$ cat config.mk
export PLATFORM = sky130hd
export DESIGN_NAME = rxpsl_top
export DESIGN_NICKNAME = d
export VERILOG_FILES = /design/src/hw/rxpsl_pkg.sv /design/src/hw/rxpsl_top.sv /design/src/hw/rxpsl_fetch.sv
export VERILOG_INCLUDE_DIRS = /design/src /design/src/hw
export SDC_FILE = /design/constraint.sdc
export NUM_CORES = 1
export LEC_CHECK = 0
export BUFFER_PORTS_ARGS = -buffer_cell sky130_fd_sc_hd__buf_4
export CORE_UTILIZATION = 30
export DETAILED_ROUTE_END_ITERATION = 8
export PLACE_DENSITY = 0.49
export SYNTH_ARGS = -nofsm -noshare
export SYNTH_HDL_FRONTEND = slang
export SYNTH_SLANG_ARGS = --single-unit
export TNS_END_PERCENT = 100
$ cat constraint.sdc
create_clock -name clk -period 4 [get_ports clk]
set_input_delay 0.8 -clock clk [delete_from_list [all_inputs] [get_ports clk]]
set_output_delay 0.8 -clock clk [all_outputs]
set_load 0.05 [all_outputs]
$ cat src/hw/rxpsl_regs.svh
// register offsets, field positions, reset values and storage addresses of the loader
`ifndef RXPSL_REGS_SVH
`define RXPSL_REGS_SVH

// register indices; byte address is four times the index
`define RXPSL_IDX_SF_CTRL     6'h12
`define RXPSL_IDX_WAKE_CFG    6'h13
`define RXPSL_IDX_TUNE        6'h14
`define RXPSL_IDX_STATUS      6'h15

// special_function_control fields
`define RXPSL_SF_SET_TRIG_BIT 0
`define RXPSL_SF_CAL_TRIG_BIT 1
`define RXPSL_SF_SEL_LSB      5
`define RXPSL_SF_SEL_MSB      6
`define RXPSL_SF_RST          8'h00

// always_on_wake_config fields
`define RXPSL_WCFG_L64_BIT    0

// select codes
`define RXPSL_SEL_SHORT       2'h0
`define RXPSL_SEL_TIGHT       2'h1
`define RXPSL_SEL_DEFAULT     2'h2
`define RXPSL_SEL_RESERVED    2'h3

// storage word addresses
`define RXPSL_ADDR_TUNE_CAL   11'h004
`define RXPSL_ADDR_SET_SHORT  11'h010
`define RXPSL_ADDR_SET_TIGHT  11'h020
`define RXPSL_ADDR_SET_DFLT   11'h030

// regulator tune reset value
`define RXPSL_TUNE_RST        32'h0000_0000

`endif

$ cat src/hw/rxpsl_pkg.sv
// types shared by the parameter-set loader files
package rxpsl_pkg;

  typedef enum logic [1:0] {
    RXPSL_SET_SHORT   = 2'h0,
    RXPSL_SET_TIGHT   = 2'h1,
    RXPSL_SET_DEFAULT = 2'h2,
    RXPSL_SET_NONE    = 2'h3
  } rxpsl_set_t;

  typedef enum logic [1:0] {
    RXPSL_JOB_NONE,
    RXPSL_JOB_OPS,
    RXPSL_JOB_LDO,
    RXPSL_JOB_AUTO
  } rxpsl_job_t;

  typedef enum logic [1:0] {
    RXPSL_FETCH_IDLE,
    RXPSL_FETCH_REQ,
    RXPSL_FETCH_GAP
  } rxpsl_fetch_t;

endpackage : rxpsl_pkg

$ cat src/hw/rxpsl_top.sv
// receiver parameter-set loader with wishbone register access
//
// Decided for this implementation: the Wishbone interface to the registers.
`timescale 1ns/10ps
`include "rxpsl_regs.svh"
module rxpsl_top #(
  parameter int         ADDR_W        = 11,
  parameter int         CNT_W         = 4,
  parameter int         SET_WORDS     = 4,
  parameter logic       WAKE_FLAG_RST = 1'b0
) (
  input  wire logic              clk,
  input  wire logic              rst_n,
  input  wire logic              wb_cyc_i,
  input  wire logic              wb_stb_i,
  input  wire logic              wb_we_i,
  input  wire logic [7:0]        wb_adr_i,
  input  wire logic [3:0]        wb_sel_i,
  input  wire logic [31:0]       wb_dat_i,
  output logic [31:0]            wb_dat_o,
  output logic                   wb_ack_o,
  input  wire logic              sleep_exit,
  output logic                   nvm_rd_req,
  output logic [ADDR_W-1:0]      nvm_rd_addr,
  input  wire logic              nvm_rd_ack,
  input  wire logic [31:0]       nvm_rd_data,
  output logic                   rx_param_valid,
  output logic [31:0]            rx_param_data,
  output logic [CNT_W-1:0]       rx_param_index,
  output logic [1:0]             rx_param_set,
  output logic                   rx_param_apply,
  output logic [31:0]            regulator_tune_register
);

  function automatic logic hit(input logic [7:0] adr, input logic [5:0] idx);
    return adr[7:2] == idx;
  endfunction : hit

  // storage base address of each set
  // reserved code falls back to the default base; it is never fetched
  function automatic logic [ADDR_W-1:0] set_base(input logic [1:0] sel);
    logic [ADDR_W-1:0] b;
    b = ADDR_W'(`RXPSL_ADDR_SET_DFLT);
    if (sel == `RXPSL_SEL_SHORT) begin
      b = ADDR_W'(`RXPSL_ADDR_SET_SHORT);
    end else if (sel == `RXPSL_SEL_TIGHT) begin
      b = ADDR_W'(`RXPSL_ADDR_SET_TIGHT);
    end
    return b;
  endfunction : set_base

  // register state
  logic [1:0]  sel_q, sel_d;
  logic        set_trig_q, set_trig_d;
  logic        cal_trig_q, cal_trig_d;
  logic        wake_flag_q, wake_flag_d;
  logic [31:0] tune_q, tune_d;
  logic        ack_q, ack_d;
  logic [31:0] rdat_q, rdat_d;

  // sequencing state
  rxpsl_pkg::rxpsl_job_t job_q, job_d;
  rxpsl_pkg::rxpsl_set_t active_q, active_d;
  rxpsl_pkg::rxpsl_set_t loading_q, loading_d;
  logic        auto_pend_q, auto_pend_d;
  logic        apply_q, apply_d;

  // sleep-exit synchroniser
  logic        wake_s1_q;
  logic        wake_s2_q;
  logic        wake_prev_q;
  logic        wake_rise;

  // fetch engine hookup
  // one fetch at a time; a trigger waits while the engine is busy
  logic              f_start;
  logic [ADDR_W-1:0] f_addr;
  logic [CNT_W-1:0]  f_len;
  logic              f_busy;
  logic              f_done;
  logic              f_wv;
  logic [31:0]       f_wd;
  logic [CNT_W-1:0]  f_wi;

  logic        wb_req;
  logic        wr_sf;
  logic        sf_lane;

  always_ff @(posedge clk or negedge rst_n) begin
    if (!rst_n) begin
      wake_s1_q   <= 1'b0;
      wake_s2_q   <= 1'b0;
      wake_prev_q <= 1'b0;
    end else begin
      wake_s1_q   <= sleep_exit;
      wake_s2_q   <= wake_s1_q;
      wake_prev_q <= wake_s2_q;
    end
  end

  // prev flop feeds only the edge detector, never the first stage
  assign wake_rise = wake_s2_q & ~wake_prev_q;

  // wishbone classic: one registered ack per request
  // write commits on the edge that raises ack; unused read bits are zero
  assign wb_req  = wb_cyc_i & wb_stb_i & ~ack_q;
  assign sf_lane = wb_sel_i[0];
  assign wr_sf   = wb_req & wb_we_i & sf_lane & hit(wb_adr_i, `RXPSL_IDX_SF_CTRL);

  always_comb begin
    ack_d  = wb_req;
    rdat_d = rdat_q;
    if (wb_req && !wb_we_i) begin
      rdat_d = 32'h0000_0000;
      if (hit(wb_adr_i, `RXPSL_IDX_SF_CTRL)) begin
        rdat_d[`RXPSL_SF_SET_TRIG_BIT]           = set_trig_q;
        rdat_d[`RXPSL_SF_CAL_TRIG_BIT]           = cal_trig_q;
        rdat_d[`RXPSL_SF_SEL_MSB:`RXPSL_SF_SEL_LSB] = sel_q;
      end else if (hit(wb_adr_i, `RXPSL_IDX_WAKE_CFG)) begin
        rdat_d[`RXPSL_WCFG_L64_BIT] = wake_flag_q;
      end else if (hit(wb_adr_i, `RXPSL_IDX_TUNE)) begin
        rdat_d = tune_q;
      end else if (hit(wb_adr_i, `RXPSL_IDX_STATUS)) begin
        rdat_d[1:0] = active_q;
        rdat_d[2]   = f_busy;
        rdat_d[3]   = auto_pend_q;
      end
    end
  end

  // job arbitration: automatic load first, then tune, then set
  always_comb begin
    sel_d       = sel_q;
    set_trig_d  = set_trig_q;
    cal_trig_d  = cal_trig_q;
    wake_flag_d = wake_flag_q;
    tune_d      = tune_q;
    job_d       = job_q;
    active_d    = active_q;
    loading_d   = loading_q;
    auto_pend_d = auto_pend_q | wake_rise;
    apply_d     = 1'b0;
    f_start     = 1'b0;
    f_addr      = set_base(`RXPSL_SEL_DEFAULT);
    f_len       = CNT_W'(SET_WORDS);

    // tune word lands when the single fetch returns
    if (job_q == rxpsl_pkg::RXPSL_JOB_LDO && f_wv) begin
      tune_d = f_wd;
    end

    if (f_done) begin
      job_d = rxpsl_pkg::RXPSL_JOB_NONE;
      if (job_q == rxpsl_pkg::RXPSL_JOB_OPS) begin
        set_trig_d = 1'b0;
      end
      if (job_q == rxpsl_pkg::RXPSL_JOB_LDO) begin
        cal_trig_d = 1'b0;
      end
      if (job_q != rxpsl_pkg::RXPSL_JOB_LDO) begin
        active_d = loading_q;
        apply_d  = 1'b1;
      end
    end else if (job_q == rxpsl_pkg::RXPSL_JOB_NONE && !f_busy) begin
      if (auto_pend_q) begin
        auto_pend_d = wake_rise;
        if (wake_flag_q) begin
          f_start   = 1'b1;
          f_addr    = set_base(`RXPSL_SEL_SHORT);
          loading_d = rxpsl_pkg::RXPSL_SET_SHORT;
          job_d     = rxpsl_pkg::RXPSL_JOB_AUTO;
        end else begin
          active_d = rxpsl_pkg::RXPSL_SET_DEFAULT;
          apply_d  = 1'b1;
        end
      end else if (cal_trig_q) begin
        f_start = 1'b1;
        f_addr  = ADDR_W'(`RXPSL_ADDR_TUNE_CAL);
        f_len   = CNT_W'(1);
        job_d   = rxpsl_pkg::RXPSL_JOB_LDO;
      end else if (set_trig_q) begin
        if (sel_q == `RXPSL_SEL_RESERVED) begin
          set_trig_d = 1'b0;
        end else begin
          f_start   = 1'b1;
          f_addr    = set_base(sel_q);
          loading_d = rxpsl_pkg::rxpsl_set_t'(sel_q);
          job_d     = rxpsl_pkg::RXPSL_JOB_OPS;
        end
      end
    end

    // software writes; a set from software wins over completion clear
    if (wr_sf) begin
      sel_d = wb_dat_i[`RXPSL_SF_SEL_MSB:`RXPSL_SF_SEL_LSB];
      if (wb_dat_i[`RXPSL_SF_SET_TRIG_BIT]) begin
        set_trig_d = 1'b1;
      end
      if (wb_dat_i[`RXPSL_SF_CAL_TRIG_BIT]) begin
        cal_trig_d = 1'b1;
      end
    end
    if (wb_req && wb_we_i && sf_lane && hit(wb_adr_i, `RXPSL_IDX_WAKE_CFG)) begin
      wake_flag_d = wb_dat_i[`RXPSL_WCFG_L64_BIT];
    end
  end

  always_ff @(posedge clk or negedge rst_n) begin
    if (!rst_n) begin
      sel_q       <= `RXPSL_SEL_DEFAULT;
      set_trig_q  <= 1'b0;
      cal_trig_q  <= 1'b0;
      wake_flag_q <= WAKE_FLAG_RST;
      tune_q      <= `RXPSL_TUNE_RST;
      ack_q       <= 1'b0;
      rdat_q      <= 32'h0000_0000;
      job_q       <= rxpsl_pkg::RXPSL_JOB_NONE;
      active_q    <= rxpsl_pkg::RXPSL_SET_NONE;
      loading_q   <= rxpsl_pkg::RXPSL_SET_DEFAULT;
      // reset counts as a wake event
      auto_pend_q <= 1'b1;
      apply_q     <= 1'b0;
    end else begin
      sel_q       <= sel_d;
      set_trig_q  <= set_trig_d;
      cal_trig_q  <= cal_trig_d;
      wake_flag_q <= wake_flag_d;
      tune_q      <= tune_d;
      ack_q       <= ack_d;
      rdat_q      <= rdat_d;
      job_q       <= job_d;
      active_q    <= active_d;
      loading_q   <= loading_d;
      auto_pend_q <= auto_pend_d;
      apply_q     <= apply_d;
    end
  end

  rxpsl_fetch #(
    .ADDR_W (ADDR_W),
    .CNT_W  (CNT_W)
  ) u_fetch (
    .clk         (clk),
    .rst_n       (rst_n),
    .start       (f_start),
    .start_addr  (f_addr),
    .start_len   (f_len),
    .busy        (f_busy),
    .done        (f_done),
    .word_valid  (f_wv),
    .word_data   (f_wd),
    .word_index  (f_wi),
    .nvm_rd_req  (nvm_rd_req),
    .nvm_rd_addr (nvm_rd_addr),
    .nvm_rd_ack  (nvm_rd_ack),
    .nvm_rd_data (nvm_rd_data)
  );

  // tune words are not parameter-set words
  // mirrors the fetch word strobe so the port comes straight from a flop
  logic pv_q, pv_d;
  always_comb begin
    pv_d = nvm_rd_req & nvm_rd_ack & (job_q != rxpsl_pkg::RXPSL_JOB_LDO);
  end

  always_ff @(posedge clk or negedge rst_n) begin
    if (!rst_n) begin
      pv_q <= 1'b0;
    end else begin
      pv_q <= pv_d;
    end
  end

  assign wb_ack_o                = ack_q;
  assign wb_dat_o                = rdat_q;
  assign rx_param_valid          = pv_q;
  assign rx_param_data           = f_wd;
  assign rx_param_index          = f_wi;
  assign rx_param_set            = active_q;
  assign rx_param_apply          = apply_q;
  assign regulator_tune_register = tune_q;

endmodule : rxpsl_top

$ cat src/hw/rxpsl_fetch.sv
// storage word fetch engine: reads a run of consecutive words
`timescale 1ns/10ps
module rxpsl_fetch #(
  parameter int ADDR_W = 11,
  parameter int CNT_W  = 4
) (
  input  wire logic              clk,
  input  wire logic              rst_n,
  input  wire logic              start,
  input  wire logic [ADDR_W-1:0] start_addr,
  input  wire logic [CNT_W-1:0]  start_len,
  output logic                   busy,
  output logic                   done,
  output logic                   word_valid,
  output logic [31:0]            word_data,
  output logic [CNT_W-1:0]       word_index,
  output logic                   nvm_rd_req,
  output logic [ADDR_W-1:0]      nvm_rd_addr,
  input  wire logic              nvm_rd_ack,
  input  wire logic [31:0]       nvm_rd_data
);

  rxpsl_pkg::rxpsl_fetch_t state_q, state_d;
  logic [CNT_W-1:0]  left_q, left_d;
  logic [CNT_W-1:0]  idx_q, idx_d;
  logic              done_q, done_d;
  logic              wv_q, wv_d;
  logic [31:0]       wd_q, wd_d;
  logic [CNT_W-1:0]  wi_q, wi_d;
  logic              req_q, req_d;
  logic [ADDR_W-1:0] addr_q, addr_d;

  always_comb begin
    state_d = state_q;
    left_d  = left_q;
    idx_d   = idx_q;
    done_d  = 1'b0;
    wv_d    = 1'b0;
    wd_d    = wd_q;
    wi_d    = wi_q;
    req_d   = req_q;
    addr_d  = addr_q;
    unique case (state_q)
      rxpsl_pkg::RXPSL_FETCH_IDLE: begin
        if (start) begin
          addr_d  = start_addr;
          left_d  = start_len;
          idx_d   = '0;
          req_d   = 1'b1;
          state_d = rxpsl_pkg::RXPSL_FETCH_REQ;
        end
      end
      rxpsl_pkg::RXPSL_FETCH_REQ: begin
        if (nvm_rd_ack) begin
          wv_d    = 1'b1;
          wd_d    = nvm_rd_data;
          wi_d    = idx_q;
          req_d   = 1'b0;
          idx_d   = idx_q + 1'b1;
          left_d  = left_q - 1'b1;
          addr_d  = addr_q + 1'b1;
          state_d = rxpsl_pkg::RXPSL_FETCH_GAP;
        end
      end
      rxpsl_pkg::RXPSL_FETCH_GAP: begin
        // one idle cycle so a held ack never counts twice
        if (left_q == '0) begin
          done_d  = 1'b1;
          state_d = rxpsl_pkg::RXPSL_FETCH_IDLE;
        end else begin
          req_d   = 1'b1;
          state_d = rxpsl_pkg::RXPSL_FETCH_REQ;
        end
      end
    endcase
  end

  always_ff @(posedge clk or negedge rst_n) begin
    if (!rst_n) begin
      state_q <= rxpsl_pkg::RXPSL_FETCH_IDLE;
      left_q  <= '0;
      idx_q   <= '0;
      done_q  <= 1'b0;
      wv_q    <= 1'b0;
      wd_q    <= 32'h0000_0000;
      wi_q    <= '0;
      req_q   <= 1'b0;
      addr_q  <= '0;
    end else begin
      state_q <= state_d;
      left_q  <= left_d;
      idx_q   <= idx_d;
      done_q  <= done_d;
      wv_q    <= wv_d;
      wd_q    <= wd_d;
      wi_q    <= wi_d;
      req_q   <= req_d;
      addr_q  <= addr_d;
    end
  end

  assign busy        = (state_q != rxpsl_pkg::RXPSL_FETCH_IDLE);
  assign done        = done_q;
  assign word_valid  = wv_q;
  assign word_data   = wd_q;
  assign word_index  = wi_q;
  assign nvm_rd_req  = req_q;
  assign nvm_rd_addr = addr_q;

endmodule : rxpsl_fetch

=== Yosys cells after proc, flatten, opt, wreduce, memory -nomap -nowiden ===
Index checks and enable logic that the tools add are counted.

* Logic and storage cells: 172
* Input port bits: 83
* Flip-flop bits (word level): 142

* Bitwise operators: 12
* Equality and inequality tests: 21
* Muxes and demuxes: 86
* $add $sub $neg: 3
* Reductions and logical operators: 25

{| class="wikitable"
|+ Operators with widths
! cell !! number
|-
| $mux W11 || 5
|-
| $mux W2 || 21
|-
| $mux W1 || 35
|-
| $mux W31 || 1
|-
| $mux W6 || 5
|-
| $mux W28 || 1
|-
| $mux W25 || 1
|-
| $eq A6 B5 Y1 const B || 4
|-
| $mux W4 || 6
|-
| $pmux W11 S2 || 1
|-
| $pmux W4 S2 || 2
|-
| $mux W3 || 5
|-
| $ne A2 B2 Y1 const B || 7
|-
| $add A11 B1 Y11 const B || 1
|-
| $reduce_bool A2 Y1 || 5
|-
| $and A1 B1 Y1 || 8
|-
| $reduce_and A4 Y1 || 2
|-
| $eq A2 B1 Y1 const B || 3
|-
| $eq A2 B2 Y1 const B || 3
|-
| $logic_and A1 B1 Y1 || 6
|-
| $logic_not A2 Y1 || 3
|-
| $pmux W2 S3 || 1
|-
| $reduce_and A3 Y1 || 2
|-
| $reduce_and A6 Y1 || 1
|-
| 13 further kinds || 18
|}

=== Logic depth before layout (Yosys ltp) ===
* Word-level depth: 11
* Mapped depth: 7

=== Hierarchy ===
From an unflattened synthesis, not the netlist that was laid out.

* Cell total of the unflattened synthesis: 472
* Area, all modules: 5984.5 um^2

{| class="wikitable"
|+ By module, submodules not included
! module !! area an instance (um^2) !! cells each !! seq. area each (um^2) !! times used
|-
| rxpsl_top || 3250.6 || 237 || 2058.2 || 1
|-
| rxpsl_fetch || 2733.9 || 235 || 1501.4 || 1
|}

=== Worst setup path before layout ===
OpenSTA, ideal clock, no wires.

* Path type: input to register
* From: in wb_adr_i[5]
* To: reg sel_q[0]
* Setup time: 0.125 ns
* Required time: 3.875 ns
* Stages on the path: 5
* Arrival time: 2.085 ns
* Path slack: 1.790 ns
* Cell sequence: or3b_1 buf_2 nor3_2 and2_1 mux2_2

* Word-level cells in the longest chain between the ends: 2

{| class="wikitable"
|+ RTL lines
! element !! RTL line !! RTL
|-
| start, declared || rxpsl_top.sv:17 || <nowiki>input wire logic [7:0] wb_adr_i,</nowiki>
|-
| $eq A6 B5 Y1 || rxpsl_top.sv:36 || <nowiki>return adr[7:2] == idx;</nowiki>
|-
| $and A1 B1 Y1 || rxpsl_top.sv:108 || <nowiki>assign wr_sf = wb_req & wb_we_i & sf_lane & hit(wb_adr_i, `RXPSL_IDX_SF_CTRL);</nowiki>
|-
| end signal, assigned || rxpsl_top.sv:210 || <nowiki>sel_q <= `RXPSL_SEL_DEFAULT;</nowiki>
|-
| end signal, assigned || rxpsl_top.sv:224 || <nowiki>sel_q <= sel_d;</nowiki>
|-
| end, declared || rxpsl_top.sv:53 || <nowiki>logic [1:0] sel_q, sel_d;</nowiki>
|}

No other way between the ends.
A chain may end at the register's enable or synchronous reset.

=== Worst setup path after layout ===
* From: reg u_fetch.state_q[1]
* To: reg u_fetch.addr_q[9], in the netlist u_fetch.nvm_rd_addr[9]

* Word-level cells in the longest chain between the ends: 7
* Elaborated cells on any way between the ends: 15
* Those cells by class: 3 x eq/ne; 6 x mux; 6 x reduce/logical

{| class="wikitable"
|+ RTL lines
! element !! RTL line !! RTL
|-
| start, declared || rxpsl_fetch.sv:23 || <nowiki>rxpsl_pkg::rxpsl_fetch_t state_q, state_d;</nowiki>
|-
| start signal, assigned || rxpsl_fetch.sv:80 || <nowiki>state_q <= rxpsl_pkg::RXPSL_FETCH_IDLE;</nowiki>
|-
| start signal, assigned || rxpsl_fetch.sv:90 || <nowiki>state_q <= state_d;</nowiki>
|-
| $reduce_bool A2 Y1 || rxpsl_fetch.sv:102 || <nowiki>assign busy = (state_q != rxpsl_pkg::RXPSL_FETCH_IDLE);</nowiki>
|-
| $logic_not A1 Y1 || rxpsl_top.sv:164 || <nowiki>end else if (job_q == rxpsl_pkg::RXPSL_JOB_NONE && !f_busy) begin</nowiki>
|-
| $logic_and A1 B1 Y1 || rxpsl_top.sv:164 ||
|-
| $mux W11 or $mux W1 (tied branches) || rxpsl_top.sv:164 ||
|-
| $mux W11 or $mux W1 (tied branches) || rxpsl_top.sv:152 || <nowiki>if (f_done) begin</nowiki>
|-
| $mux W11 or $ne A2 B2 Y1 (tied branches) || n/a ||
|-
| $pmux W11 S2 or $reduce_and A3 Y1 (tied branches) || n/a ||
|-
| end signal, assigned || rxpsl_fetch.sv:98 || <nowiki>addr_q <= addr_d;</nowiki>
|-
| end, declared || rxpsl_fetch.sv:31 || <nowiki>logic [ADDR_W-1:0] addr_q, addr_d;</nowiki>
|}

Several ways; a longest one is shown, not always the timed one. The select of a mux whose other input is x is not followed.

==> results.sh <==
export IMPL_synth_edff_count=0
export IMPL_path_cells="nand3b_1 > inv_2 > nand2_1 > nor3_1 > mux2i_1"
export IMPL_critical_path_class="reg -> reg"
export IMPL_grt_pass1_wl_um=24730
export IMPL_post_route_drc_count=0
export IMPL_h_tree_depth=4
export IMPL_cp_required_ns=4.35
export IMPL_drt_initial_drc_count=254
export IMPL_hold_viol=0
export IMPL_fin_crit_ns=2.626
export IMPL_drv_slew=0
export IMPL_die_area_mm2=0.01981
export IMPL_min_delay_path_class="reg -> reg"
export IMPL_powerDensity_mw_per_mm2=760.9
export IMPL_rows=50
export IMPL_drive_gt1_frac=0.3648
export IMPL_die_h_um=140.7
export IMPL_end_kind="register"
export IMPL_worst_pin_slew_ns=0.9473
export IMPL_firstDrtPassIters=4
export IMPL_rsz0062_at_grt="false"
export IMPL_synth_cell_types=51
export IMPL_power_switching_mw=2.494
export IMPL_initial_utilization=0.3077
export IMPL_gp_congestion=0.7681
export IMPL_outcome="complete, no violations"
export IMPL_portBuffers=166
export IMPL_synth_seq_cells=142
export IMPL_p_int_mw=3.474
export IMPL_postCtsSetupBuffers=0
export IMPL_syn_nets=600
export IMPL_worstSkewPairLatency_ns=0.42
export IMPL_relSlewSlack=0.3662
export IMPL_clkPwrFrac=0.274
export IMPL_diodes=0
export IMPL_total_power_mw=5.968
export IMPL_grt_overflow_total=0
export IMPL_hpwlAfterDp_um=10580
export IMPL_max_stage_delay_ns=0.76
export IMPL_fin_util=0.4179
export IMPL_crit_path_start_kind="register"
export IMPL_track_usage=0.1631
export IMPL_syn_inst=513
export IMPL_cts_tree="done"
export IMPL_vias=4458
export IMPL_ctsHoldBuffers=0
export IMPL_fin_skew_ns=0.006730
export IMPL_grt_pass1_vias=4469
export IMPL_setup_slack_ns=1.374
export IMPL_setup_viol=0
export IMPL_cts_buffers=17
export IMPL_antenna_found_initial=0
export IMPL_crit_path_max_fanout=31
export IMPL_drtAntennaViolNets=0
export IMPL_wirelength_um=15470
export IMPL_pin_count=200
export IMPL_post_drt_wl_per_cell_um=16.78
export IMPL_area_delta_synth_final_pct=35.84
export IMPL_clockRootBuffer="clkbuf_16"
export IMPL_share_comb_of_total_power=0.369
export IMPL_grt_max_degree=76
export IMPL_avgSynthCellArea_um2=11.26
export IMPL_ys_seq_area_frac=0.6165
export IMPL_viasPerCell=4.835
export IMPL_clk_pin_slew_ns=0.06
export IMPL_clock_fmax_ghz=0.3807
export IMPL_yosys_warnings=0
export IMPL_synth_area_mm2=0.005774
export IMPL_cp_data_arrival_time_ns=2.97
export IMPL_static_leakage_power_nw=4.014
export IMPL_peakVddDrop_mv=0.4526
export IMPL_fp_dieW_um=140.7
export IMPL_clk_path_buf_depth=2
export IMPL_p_sw_frac=0.4179
export IMPL_p_seq_frac=0.356
export IMPL_final_setup_tns_ns=0
export IMPL_clock_sinks=142
export IMPL_final_nets=762
export IMPL_post_cts_resized=0
export IMPL_drv_cap=0
export IMPL_async_reset_ff_frac=1.000
export IMPL_cpMaxStageDelayCell="inv_2"
export IMPL_dp_slack_ns=1.008
export IMPL_synth_flop_cell="dfrtp_1"
export IMPL_fill_cells=1827
export IMPL_core_area_mm2=0.01877
export IMPL_post_route_period_util=0.6566
## final timing paths
path,start,end,slack (ns),cells past startpoint
setup / recovery,u_fetch.state_q[1],u_fetch.nvm_rd_addr[9],1.37,5
hold / removal,wake_s1_q,wake_s2_q,0.35,0
setup reg to reg,u_fetch.state_q[1],u_fetch.nvm_rd_addr[9],1.37,5
hold reg to reg,wake_s1_q,wake_s2_q,0.35,0
max in group asynchronous,rst_n,sel_q[1],2.78,2
min in group asynchronous,rst_n,u_fetch.nvm_rd_addr[7],0.39,1
## registers in the layout, summed over array words and instances, names as in the netlist, 2 cells and up
signal	count
u_fetch.word_data	32
u_fetch.idx_q	4
rx_param_set	2
loading_q	2
u_fetch.word_index	4
u_fetch.nvm_rd_addr	11
regulator_tune_register	32
job_q	2
wb_dat_o	32
u_fetch.left_q	4
sel_q	2
u_fetch.state_q	2
## per-stage QoR
step	hold WS, ns	cells	cell area, µm²
final	0.3545	922	7844
after global routing	0.3820	922	7844
after CTS	0.3564	922	7844
after detailed placement	0.3426	890	7228
after global placement	0.3364	890	7228
after floorplan	0.3312	513	5774
## critical path, delay by kind of cell (launching register included)
kind                   cells  cell delay, ns
DFF                        1            0.49
muxes                      1            0.20
buffers and inverters      1            0.76
and+or+nand+nor            3            1.09
## cell usage in the layout, fill, tap and decap left out, drive strengths merged, types with 3 or more instances in the layout
cell type / instances
nand3b: 3
inv: 14
clkinv: 4
nand4: 4
a21oi: 9
o31ai: 4
bufinv: 3
nor2: 11
dfstp: 5
ha: 4
a31oi: 4
nand2b: 9
nor3: 7
nor4: 4
mux2i: 4
a22o: 27
clkbuf: 20
nand3: 12
and2: 3
nand2: 133
dfrtp: 137
o21ai: 26
mux2: 35
buf: 171
## cells in the mapped netlist, types with 2 or more instances
| cell | count | share of area |
|---|---|---|
| buf_6 | 3 | 0.0059 |
| a31oi_1 | 4 | 0.0043 |
| nand3b_1 | 3 | 0.0039 |
| o31ai_1 | 4 | 0.0052 |
| nor3_1 | 4 | 0.0035 |
| a22o_1 | 27 | 0.041 |
| a22oi_1 | 2 | 0.0026 |
| xor2_1 | 2 | 0.0030 |
| o21ai_0 | 26 | 0.023 |
| a211oi_1 | 2 | 0.0026 |
| nand2_1 | 133 | 0.086 |
| and3_1 | 2 | 0.0022 |
| mux2_2 | 35 | 0.068 |
| xnor2_1 | 2 | 0.0030 |
| and4_1 | 2 | 0.0030 |
| a21oi_1 | 9 | 0.0078 |
| nor2_1 | 11 | 0.0072 |
| nand2b_1 | 9 | 0.0098 |
| nor4_1 | 4 | 0.0043 |
| inv_1 | 11 | 0.0072 |
| nand4_1 | 4 | 0.0043 |
| mux2i_1 | 4 | 0.0069 |
| nand3_1 | 12 | 0.010 |
| or3_1 | 2 | 0.0022 |
| buf_2 | 10 | 0.0087 |
| buf_1 | 3 | 0.0020 |
| o22ai_1 | 2 | 0.0022 |
| and2_1 | 3 | 0.0033 |
| dfrtp_1 | 137 | 0.59 |
| dfstp_2 | 5 | 0.023 |
| ha_1 | 4 | 0.0087 |
| clkbuf_1 | 11 | 0.0072 |
| nor3_2 | 2 | 0.0035 |
| nor2b_1 | 2 | 0.0022 |
## cells by family after synthesis
group	after synthesis	synth area share
and+or+nand+nor	201	0.1595
DFF	142	0.6165
AOI/OAI and AO/OA	84	0.1021
buffers and inverters	39	0.03207
muxes	39	0.07519
xor gates and xnor gates	4	0.006068
adders and majority gates	4	0.008668
## cell type report
class / instances / area [µm²] / share of cell area
inverter: 11 / 41.29 / 0.005264
sequential: 142 / 3560 / 0.4538
multi-input combinational: 332 / 2034 / 0.2594
clock inverter: 12 / 158.9 / 0.02026
tap: 234 / 292.8 / 0.03733
timing repair buffer: 171 / 1300 / 0.1657
clock buffer: 20 / 456.7 / 0.05822
## routing by layer
layer	share of wire	vias to the layer above	GRT usage
met3	0.041	23	0.03601
met2	0.48	115	0.2608
li1	-	2107	-
met4	0.023	0	0.07494
met1	0.46	2213	0.2113
met5	0	-	0
## power groups by stage
stage	clock network (mW)	registers (mW)	logic (mW)
final	1.64	2.13	2.20
after CTS	1.69	2.13	2.23
after global placement	0	2.14	2.20
after global routing	1.75	2.18	2.34
after detailed placement	0	2.15	2.22
after floorplan	0	3.04	0.565
(Power assumes the default switching activity.)
